==> src/pkg/pec_pkg.sv <==
// Purpose: Shared constants and types for the pin edge-change interrupt block.
// Assumes: APB slave with 32-bit data, one aligned word per register.
// Notes: Ports are up to 8 pins wide; registers use the low bits.
package pec_pkg;
    localparam int PEC_NUM_PORTS = 3;
    localparam int PEC_PORT_W = 8;
    localparam int PEC_ADDR_W = 8;
    localparam int PEC_DATA_W = 32;
    // Each port owns a four-word block with three registers: rise enable, fall enable, flags.
    localparam logic [PEC_ADDR_W-1:0] PEC_PORT_STRIDE = 8'h10;
    localparam logic [PEC_ADDR_W-1:0] PEC_OFS_RISE = 8'h00;
    localparam logic [PEC_ADDR_W-1:0] PEC_OFS_FALL = 8'h04;
    localparam logic [PEC_ADDR_W-1:0] PEC_OFS_FLAG = 8'h08;
    // Module-wide registers above the port blocks.
    localparam logic [PEC_ADDR_W-1:0] PEC_ADDR_CTRL = 8'h80;
    localparam logic [PEC_ADDR_W-1:0] PEC_ADDR_STAT = 8'h84;
    localparam logic [PEC_ADDR_W-1:0] PEC_ADDR_MASK = 8'h88;
    localparam int PEC_CTRL_IRQ_EN_BIT = 0;
    localparam int PEC_CTRL_SLEEP_BIT = 1;
    localparam int PEC_STAT_EVENT_BIT = 0;
    localparam int PEC_STAT_WAKE_BIT = 1;
    localparam int PEC_STAT_W = 2;
    localparam logic [PEC_DATA_W-1:0] PEC_RESET_WORD = 32'h0000_0000;

    typedef struct packed {
        logic [PEC_ADDR_W-1:0] paddr;
        logic pwrite;
        logic [PEC_DATA_W-1:0] pwdata;
    } pec_apb_req_t;

    typedef struct packed {
        logic irq_enable;
        logic sleep;
    } pec_ctrl_t;
endpackage

==> src/pec_top.sv <==
// Purpose: Edge-change interrupt controller for general-purpose port pins.
// Assumes: APB slave, 200 MHz mclk_i, asynchronous active-high reset.
// Notes: Flags clear on writing zero; a same-cycle edge keeps its flag set.
// Contract
// - Every pin of every port can raise the change interrupt.
// - Each pin has separate rising and falling edge detectors.
// - Rising detection works only while the pin's rise enable bit is one.
// - Falling detection works only while the pin's fall enable bit is one.
// - With both enables set, edges of either direction are flagged.
// - An enabled edge sets that pin's change flag bit.
// - Detection continues with interrupts disabled; only the request and the wake pulse are suppressed.
// - Summary flag is the OR of all pin change flags.
// - Software clears a pin flag by writing zero to it.
// - An edge during a clearing write leaves the flag set.
// - An enabled change wakes the device when the interrupt enable is set.
// - Edges during sleep are recorded in flags at the same clock edge as the wake pulse.
//
// The APB interface to the registers and the register addresses were chosen for this implementation.
`timescale 1ns/1ps
module pec_top #(
    parameter int NUM_PORTS = pec_pkg::PEC_NUM_PORTS,
    parameter int PORT_W = pec_pkg::PEC_PORT_W
) (
    input wire logic mclk_i,
    input wire logic sys_rst_i,
    input wire logic clk_en_i,
    input wire logic [NUM_PORTS*PORT_W-1:0] pin_i,
    input wire logic psel,
    input wire logic penable,
    input wire logic pwrite,
    input wire logic [pec_pkg::PEC_ADDR_W-1:0] paddr,
    input wire logic [pec_pkg::PEC_DATA_W-1:0] pwdata,
    output logic [pec_pkg::PEC_DATA_W-1:0] prdata,
    output logic pready,
    output logic pslverr,
    output logic change_summary_flag_o,
    output logic irq_o,
    output logic wake_o
);
    localparam int NPIN = NUM_PORTS * PORT_W;
    // Low address bits select the register inside one port block.
    localparam int OFS_W = $clog2(pec_pkg::PEC_PORT_STRIDE);

    pec_pkg::pec_apb_req_t req;
    pec_pkg::pec_ctrl_t ctrl;
    pec_pkg::pec_ctrl_t next_ctrl;
    logic [NPIN-1:0] rise_edge_enable_reg;
    logic [NPIN-1:0] next_rise;
    logic [NPIN-1:0] fall_edge_enable_reg;
    logic [NPIN-1:0] next_fall;
    logic [NPIN-1:0] pin_change_flag_reg;
    logic [NPIN-1:0] next_flag;
    logic [NPIN-1:0] edge_hit;
    logic [pec_pkg::PEC_STAT_W-1:0] stat;
    logic [pec_pkg::PEC_STAT_W-1:0] next_stat;
    logic [pec_pkg::PEC_STAT_W-1:0] mask;
    logic [pec_pkg::PEC_STAT_W-1:0] next_mask;
    logic [pec_pkg::PEC_DATA_W-1:0] next_prdata;
    logic next_pready;
    logic next_pslverr;
    logic next_summary;
    logic next_irq;
    logic next_wake;
    logic wr_fire;
    logic rd_fire;
    logic any_edge;
    logic wake_event;

    assign req = '{paddr: paddr, pwrite: pwrite, pwdata: pwdata};
    // Access is taken in the first access-phase cycle; pready pulses in the cycle after it.
    assign wr_fire = psel & penable & ~pready & req.pwrite;
    assign rd_fire = psel & penable & ~pready & ~req.pwrite;

    // Port index for an address inside the port blocks, or NUM_PORTS if none.
    function automatic int port_of(input logic [pec_pkg::PEC_ADDR_W-1:0] a);
        int p;
        p = NUM_PORTS;
        for (int i = 0; i < NUM_PORTS; i++) begin
            if (a[pec_pkg::PEC_ADDR_W-1:OFS_W] ==
                    (pec_pkg::PEC_PORT_STRIDE[pec_pkg::PEC_ADDR_W-1:OFS_W] *
                    (pec_pkg::PEC_ADDR_W-OFS_W)'(i))) begin
                p = i;
            end
        end
        return p;
    endfunction

    function automatic logic [pec_pkg::PEC_ADDR_W-1:0] ofs_of(
            input logic [pec_pkg::PEC_ADDR_W-1:0] a);
        return {{(pec_pkg::PEC_ADDR_W-OFS_W){1'b0}}, a[OFS_W-1:0]};
    endfunction

    genvar gp;
    generate
        for (gp = 0; gp < NUM_PORTS; gp++) begin : g_port
            pec_edge_det #(
                .WIDTH(PORT_W)
            ) u_det (
                .mclk_i(mclk_i),
                .sys_rst_i(sys_rst_i),
                .clk_en_i(clk_en_i),
                .pin_i(pin_i[gp*PORT_W +: PORT_W]),
                .rise_en_i(rise_edge_enable_reg[gp*PORT_W +: PORT_W]),
                .fall_en_i(fall_edge_enable_reg[gp*PORT_W +: PORT_W]),
                .edge_o(edge_hit[gp*PORT_W +: PORT_W])
            );
        end
    endgenerate

    assign any_edge = |edge_hit;
    assign wake_event = any_edge & ctrl.irq_enable & ctrl.sleep;

    always_comb begin
        int p;
        logic [pec_pkg::PEC_ADDR_W-1:0] o;
        p = port_of(req.paddr);
        o = ofs_of(req.paddr);
        next_ctrl = ctrl;
        next_rise = rise_edge_enable_reg;
        next_fall = fall_edge_enable_reg;
        next_flag = pin_change_flag_reg;
        next_mask = mask;
        next_stat = stat;
        next_prdata = prdata;
        next_pready = 1'b0;
        next_pslverr = 1'b0;
        if (wr_fire | rd_fire) begin
            next_pready = 1'b1;
            next_prdata = pec_pkg::PEC_RESET_WORD;
        end
        if (wr_fire) begin
            if (p < NUM_PORTS && o == pec_pkg::PEC_OFS_RISE) begin
                next_rise[p*PORT_W +: PORT_W] = req.pwdata[PORT_W-1:0];
            end else if (p < NUM_PORTS && o == pec_pkg::PEC_OFS_FALL) begin
                next_fall[p*PORT_W +: PORT_W] = req.pwdata[PORT_W-1:0];
            end else if (p < NUM_PORTS && o == pec_pkg::PEC_OFS_FLAG) begin
                // Writing zero clears; writing one leaves a flag as it was.
                next_flag[p*PORT_W +: PORT_W] = pin_change_flag_reg[p*PORT_W +: PORT_W]
                    & req.pwdata[PORT_W-1:0];
            end else if (req.paddr == pec_pkg::PEC_ADDR_CTRL) begin
                next_ctrl.irq_enable = req.pwdata[pec_pkg::PEC_CTRL_IRQ_EN_BIT];
                next_ctrl.sleep = req.pwdata[pec_pkg::PEC_CTRL_SLEEP_BIT];
            end else if (req.paddr == pec_pkg::PEC_ADDR_MASK) begin
                next_mask = req.pwdata[pec_pkg::PEC_STAT_W-1:0];
            end else if (req.paddr != pec_pkg::PEC_ADDR_STAT) begin
                next_pslverr = 1'b1;
            end
        end
        if (rd_fire) begin
            if (p < NUM_PORTS && o == pec_pkg::PEC_OFS_RISE) begin
                next_prdata[PORT_W-1:0] = rise_edge_enable_reg[p*PORT_W +: PORT_W];
            end else if (p < NUM_PORTS && o == pec_pkg::PEC_OFS_FALL) begin
                next_prdata[PORT_W-1:0] = fall_edge_enable_reg[p*PORT_W +: PORT_W];
            end else if (p < NUM_PORTS && o == pec_pkg::PEC_OFS_FLAG) begin
                next_prdata[PORT_W-1:0] = pin_change_flag_reg[p*PORT_W +: PORT_W];
            end else if (req.paddr == pec_pkg::PEC_ADDR_CTRL) begin
                next_prdata[pec_pkg::PEC_CTRL_IRQ_EN_BIT] = ctrl.irq_enable;
                next_prdata[pec_pkg::PEC_CTRL_SLEEP_BIT] = ctrl.sleep;
            end else if (req.paddr == pec_pkg::PEC_ADDR_STAT) begin
                next_prdata[pec_pkg::PEC_STAT_W-1:0] = stat;
                next_stat = '0;
            end else if (req.paddr == pec_pkg::PEC_ADDR_MASK) begin
                next_prdata[pec_pkg::PEC_STAT_W-1:0] = mask;
            end else begin
                next_pslverr = 1'b1;
            end
        end
        // Edges win over any clear in the same cycle, regardless of irq enable.
        next_flag = next_flag | edge_hit;
        if (any_edge) begin
            next_stat[pec_pkg::PEC_STAT_EVENT_BIT] = 1'b1;
        end
        if (wake_event) begin
            next_stat[pec_pkg::PEC_STAT_WAKE_BIT] = 1'b1;
            next_ctrl.sleep = 1'b0;
        end
        next_summary = |next_flag;
        next_irq = ctrl.irq_enable & (|(next_stat & mask));
        next_wake = wake_event;
    end

    always_ff @(posedge mclk_i or posedge sys_rst_i) begin
        if (sys_rst_i) begin
            ctrl <= '0;
            rise_edge_enable_reg <= '0;
            fall_edge_enable_reg <= '0;
            pin_change_flag_reg <= '0;
            stat <= '0;
            mask <= '0;
            prdata <= pec_pkg::PEC_RESET_WORD;
            pready <= 1'b0;
            pslverr <= 1'b0;
            change_summary_flag_o <= 1'b0;
            irq_o <= 1'b0;
            wake_o <= 1'b0;
        end else if (clk_en_i) begin
            ctrl <= next_ctrl;
            rise_edge_enable_reg <= next_rise;
            fall_edge_enable_reg <= next_fall;
            pin_change_flag_reg <= next_flag;
            stat <= next_stat;
            mask <= next_mask;
            prdata <= next_prdata;
            pready <= next_pready;
            pslverr <= next_pslverr;
            change_summary_flag_o <= next_summary;
            irq_o <= next_irq;
            wake_o <= next_wake;
        end
    end
endmodule

==> src/pec_edge_det.sv <==
// Purpose: One port of pin change detectors with synchroniser and edge logic.
// Assumes: Pins are asynchronous to mclk_i.
// Notes: Outputs are one-cycle pulses for each enabled edge.
`timescale 1ns/1ps
module pec_edge_det #(
    parameter int WIDTH = 8
) (
    input wire logic mclk_i,
    input wire logic sys_rst_i,
    input wire logic clk_en_i,
    input wire logic [WIDTH-1:0] pin_i,
    input wire logic [WIDTH-1:0] rise_en_i,
    input wire logic [WIDTH-1:0] fall_en_i,
    output logic [WIDTH-1:0] edge_o
);
    logic [WIDTH-1:0] sync_a;
    logic [WIDTH-1:0] sync_b;
    logic [WIDTH-1:0] prev;

    always_ff @(posedge mclk_i or posedge sys_rst_i) begin
        if (sys_rst_i) begin
            sync_a <= '0;
            sync_b <= '0;
            prev <= '0;
        end else if (clk_en_i) begin
            sync_a <= pin_i;
            sync_b <= sync_a;
            prev <= sync_b;
        end
    end

    genvar g;
    generate
        for (g = 0; g < WIDTH; g++) begin : g_pin
            // Two independent detectors per pin, each gated by its own enable.
            always_comb begin
                edge_o[g] = (rise_en_i[g] & sync_b[g] & ~prev[g])
                    | (fall_en_i[g] & ~sync_b[g] & prev[g]);
            end
        end
    endgenerate
endmodule

==> config.mk <==
export PLATFORM = sky130hd
export DESIGN_NAME = pec_top
export DESIGN_NICKNAME = d
export VERILOG_FILES = /design/src/pkg/pec_pkg.sv /design/src/pec_top.sv /design/src/pec_edge_det.sv
export SDC_FILE = /design/constraint.sdc
export NUM_CORES = 1
export LEC_CHECK = 0
export BUFFER_PORTS_ARGS = -buffer_cell sky130_fd_sc_hd__buf_2
export CAP_MARGIN = 20
export CELL_PAD_IN_SITES_DETAIL_PLACEMENT = 1
export CELL_PAD_IN_SITES_GLOBAL_PLACEMENT = 2
export CORE_MARGIN = 3
export CORE_UTILIZATION = 37
export DETAILED_ROUTE_END_ITERATION = 10
export PLACE_DENSITY_LB_ADDON = 0.1
export SYNTH_ARGS = -nofsm -noshare
export SYNTH_HDL_FRONTEND = slang
export SYNTH_SLANG_ARGS = --single-unit
==> constraint.sdc <==
create_clock -name mclk_i -period 7.1 [get_ports mclk_i]
set_input_delay 0.71 -clock mclk_i [delete_from_list [all_inputs] [get_ports mclk_i]]
set_output_delay 0.71 -clock mclk_i [all_outputs]
set_load 0.005 [all_outputs]
**Word-level counts from Yosys, hierarchy flattened**

Index checks and enable logic that the tools add are counted.
W data, S select, Z words.

- Bits in registers: 163
- Bits of input ports: 70
- Output and inout port bits: 37
- Word-level logic and storage cells: 289

- $add $sub $neg: 1
- $lt $le $gt $ge: 1
- Equal/unequal tests: 11
- Shift operators: 6
- Muxes and demuxes: 48
- Bitwise operators: 185
- Reduce and logical (&&, ||, !) cells: 15

Operators by type and width:

| kind | number |
|---|---|
| $and A1 B1 Y1 | 103 |
| $mux W24 | 4 |
| $shiftx A24 B32 Y8 | 3 |
| $bwmux W24 | 3 |
| $shiftx A8 B33 Y24 | 2 |
| $mux W32 | 2 |
| $not A1 Y1 | 54 |
| $reduce_or A24 Y1 | 2 |
| $neg A32 Y33 | 1 |
| $shift A8 B33 Y24 const A | 1 |
| $lt A32 B3 Y1 const B | 1 |
| $mux W8 | 4 |
| $or A1 B1 Y1 | 25 |
| $eq A8 B8 Y1 const B | 3 |
| $or A24 B24 Y24 | 1 |
| $mux W1 | 23 |
| $mux W2 | 11 |
| $reduce_and A6 Y1 | 2 |
| $and A8 B8 Y8 | 1 |
| $logic_not A4 Y1 | 2 |
| $ne A8 B8 Y1 const B | 1 |
| $reduce_and A7 Y1 | 1 |
| $mux W6 | 1 |
| $ne A2 B2 Y1 const B | 3 |
| other kinds (10) | 13 |

**Logic depth before layout (Yosys ltp)**

- Word-level depth: 17
- Gate-level depth with buffers: 12
- Mapped depth without buffers: 10

**Hierarchy**

From an unflattened synthesis, not the netlist that was laid out.

- Cell total of the unflattened synthesis: 811
- Area, all modules: 8,625.8 sq um

Modules (own cells, without submodules):

| module | times used | cells each | area each (sq um) | sequential area each (sq um) |
|---|---|---|---|---|
| pec_top | 1 | 583 | 5,240.0 | 2,277.2 |
| pec_edge_det | 3 | 76 | 1,128.6 | 600.6 |

**Worst setup path before layout**

No wires, ideal clock.

- Path kind: input -> register
- Start: input paddr[5] (netlist bit)
- End: register change_summary_flag_o
- Library setup time: 0.126 ns
- Data arrival time: 3.134 ns
- Data required time: 6.974 ns
- Path slack: 3.840 ns
- Stages: 10
- Path buffers: 2
- Cell sequence: buf_2 > nor3_1 > inv_1 > ha_1 > nor3_1 > nand4_1 > clkbuf_1 > a211oi_1 > nand4_1 > o32a_1

- Longest elaborated chain between the ends: 14
- Elaborated cells between the ends (all ways): 22
- Classes of those cells: add/sub: 1; order compare: 1; eq/ne: 2; shift: 3; mux: 8; bitwise: 2; reduce/logical: 5

RTL lines:

| element | line | RTL |
|---|---|---|
| start, declared | pec_top.sv:31 | `input wire logic [pec_pkg::PEC_ADDR_W-1:0] paddr,` |
| $logic_not A4 Y1 | pec_top.sv:79 | `if (a[pec_pkg::PEC_ADDR_W-1:OFS_W] ==` |
| $mux W2 | pec_top.sv:79 |  |
| $mux W32 | pec_top.sv:79 |  |
| $mux W32 * | pec_top.sv:79 |  |
| branches (longest 6 deep; another with $neg A32 Y33) | -- |  |
| $mux W24 * | pec_top.sv:132 | `if (p < NUM_PORTS && o == pec_pkg::PEC_OFS_RISE) begin` |
| $mux W24 * | pec_top.sv:131 | `if (wr_fire) begin` |
| $or A24 B24 Y24 * | pec_top.sv:169 | `next_flag = next_flag \| edge_hit;` |
| $reduce_or A24 Y1 * | pec_top.sv:177 | `next_summary = \|next_flag;` |
| end signal, assigned | pec_top.sv:206 | `change_summary_flag_o <= next_summary;` |
| end, declared | pec_top.sv:36 | `output logic change_summary_flag_o,` |

Every way passes the cells marked *.
A chain may end at the register's enable or synchronous reset.

**Worst setup path after layout**

Same ends and word-level chain as after synthesis.

==> run metrics <==
gpl congestion 0.899; Area growth, synth to finish 13.2%; critical path type in -> reg; Hold Path Class in -> async; post-CTS setup buffer count 0; final core occ 43.2%; # port buffers 58; Hold Vio Cnt, Final 0; Via density 5.63; aggregate negative setup slack 0 ps; pwr dens 239 mW/mm²; FF+latch count, synth 163; peak supply drop 0.139 mV; total CTS buffers 17; reg-to-reg startpoint pready$_DFFE_PP0P_; post-route cell area 0.00919 mm²; Detail Route Antenna Nets 0; element type at the critical path end flop; distinct cell type count after synthesis 63; post-synthesis sequential area ratio 50.2%; Clk Latency, worst-skew pair 420 ps; fin. max-slew vios 0; max_cap viols 0; post-synthesis xor/xnor area fraction 0%; r2r endpoint change_summary_flag_o$_DFFE_PP0P_; largest cells by area after synthesis dfrtp_1 (50%), mux2_2 (13%), nand2_1 (6.1%); Worst Setup SP paddr[5]; RSZ-0062 raised after global routing false; vias 6313; total grt overflow 0; post-route total power 2.19 mW; post-CTS sizing 0; starting density of the core 38.1%; detailed-route wire length per cell 22.2 µm; global-route wire length before repair 39.0 mm; total clock sinks 163; vias in the first global route 6608; Syn Area/Cell 10.3 µm²; clock root cell clkbuf_16; core box area 0.0213 mm²; Clk pin slew, worst setup/hold paths 70 ps; most frequent cell after synthesis dfrtp_1; Synth Area in Simple Gates 14.1%; Max Root-Sink Buffers 2; Max Clk Rate 0.226 GHz; fin crit share 62.4%; Post-synth EDFFs 0; hold buffers post-CTS 0; r2r setup slk 4150 ps; Mapped Area 0.00812 mm²; DRC Markers 0; post-synthesis compound-gate area fraction 14.3%; Async SR Flop Fraction 100%; CTS HTree Levels 4; adder-cell share of the synthesized area 0.462%; hpwl dp 18.2 mm; Iter 0 DRT Violations 332; top cell type's share of synthesized area 50.2%; Die H 154 µm; Critical Path End change_summary_flag_o$_DFFE_PP0P_; yosys warns 0; dominant cell type by area after synthesis dfrtp_1; Setup Viol. Count Final 0; Rel. slew slack 31.6%; Setup crit start kind primary input; GR Util All Layers 21.1%; Cells after Synth 786; Worst Clk Skew 9.06 ps; area post-placement 0.00857 mm²; FP Rows 53; Pre-Repair DR Iteration Count 5; mux share of post-synthesis cell area 16.5%; largest family of logic cells by synthesized area multiplexers; initial antenna violation count 0; prevailing post-synth register cell dfrtp_1; Ports 107; drt total wl 24.9 mm; slew at the pin closest to its max-slew limit 1020 ps; Commonest cells post-synth dfrtp_1 (163), nand2_1 (131), mux2_2 (94); Tmin final 4430 ps; Layout Nets 906; crit path max fanout 31; Die ar. 0.0238 mm²; share of post-route cells with drive strength above 1 23.6%; cells on worst reg2reg path 7; largest net degree at the start of global routing 94; outcome complete, no violations; Arr. time, crit path 4800 ps; WP data required 7460 ps; Leak 3.90 nW; TritonCTS clock tree built; Die Wd 154 µm
metrics by stage:
stage / cells / hold slack [ps] / setup slack [ps]
2_1_floorplan: 809 / 453 / 1990
3_3_place_gp: 1089 / 484 / 2440
6_report: 1122 / 452 / 2670
5_1_grt: 1121 / 498 / 2540
4_1_cts: 1121 / 488 / 2800
3_5_place_dp: 1089 / 491 / 2390
cells in the final DEF (no fill, tap or decap), types with 5 or more instances in the layout:
cell | synthesis | final
nor3_1 | 10 | 10
conb_1 | 1 | 24
buf_4 | 24 | 6
a22o_1 | 13 | 13
dfrtp_1 | 163 | 163
buf_2 | 5 | 57
a21oi_1 | 32 | 32
o21ai_1 | 5 | 5
a22oi_1 | 7 | 7
mux2_2 | 94 | 94
nand3_1 | 16 | 16
o22ai_1 | 29 | 29
nor2_1 | 34 | 34
clkbuf_16 | 0 | 17
o21bai_1 | 5 | 5
nor4_1 | 6 | 6
nand4_1 | 9 | 9
nor2b_1 | 5 | 5
a211oi_1 | 5 | 5
nand2_1 | 131 | 131
o21ai_0 | 56 | 56
inv_1 | 10 | 9
inv_8 | 0 | 5
mux2i_1 | 27 | 27
routing by layer:
layer  vias up  track usage [%]  routed length, µm
li1       2894                -                  -
met1      3242             28.5              11300
met2       158             35.6              12300
met3        19             3.88                970
met4         0             4.75                354
met5         -                0                  0
final cells by class:
class | count | area, µm²
Fill cell | 2354 | 12100
Sequential cell | 163 | 4080
Multi-Input combinational cell | 577 | 3770
Clock buffer | 17 | 425
Tap cell | 275 | 344
Timing Repair Buffer | 63 | 330
Clock inverter | 15 | 191
Inverter | 11 | 46.3
Antenna cell | 1 | 2.50
worst max-delay path, stage by stage:
cell     delay [ps]
buf_2           280
nor3_1          660
inv_1           110
ha_1            290
or3_1           340
nor2_1          800
nand4_1         650
o21ai_0         570
nor4b_1         100
nand4_1         140
o32a_1          150
logic make-up (layout without fill, tap and decap cells):
| logic type | Yosys count | after routing |
|---|---|---|
| and+or+nand+nor | 243 | 243 |
| AOI/OAI and AO/OA | 185 | 185 |
| DFF | 163 | 163 |
| muxes | 122 | 122 |
| buffers and inverters | 69 | 106 |
| adders and majority gates | 3 | 3 |
| other | 1 | 25 |
where the power goes:
group	internal, mW	leakage (nW)	switching [mW]
Clock	0.508	0.291	0.442
Sequential	0.997	2.06	0.0617
Combinational	0.0850	1.54	0.101
how the worst min path moves through the flow:
stage               cells past startpoint                                  start                               endpoint
floorplan                               2     pin_change_flag_reg[2]$_DFFE_PP0P_     pin_change_flag_reg[2]$_DFFE_PP0P_
global placement                        1  g_port[2].u_det.sync_a[6]$_DFFE_PP0P_  g_port[2].u_det.sync_a[6]$_DFFE_PP0P_
detailed placement                      2     pin_change_flag_reg[6]$_DFFE_PP0P_     pin_change_flag_reg[6]$_DFFE_PP0P_
CTS                                     2                              sys_rst_i    rise_edge_enable_reg[4]$_DFFE_PP0P_
global route                            2                              pin_i[14]  g_port[1].u_det.sync_a[6]$_DFFE_PP0P_
finish                                  2                              sys_rst_i    rise_edge_enable_reg[4]$_DFFE_PP0P_
(Power assumes the default switching activity.)
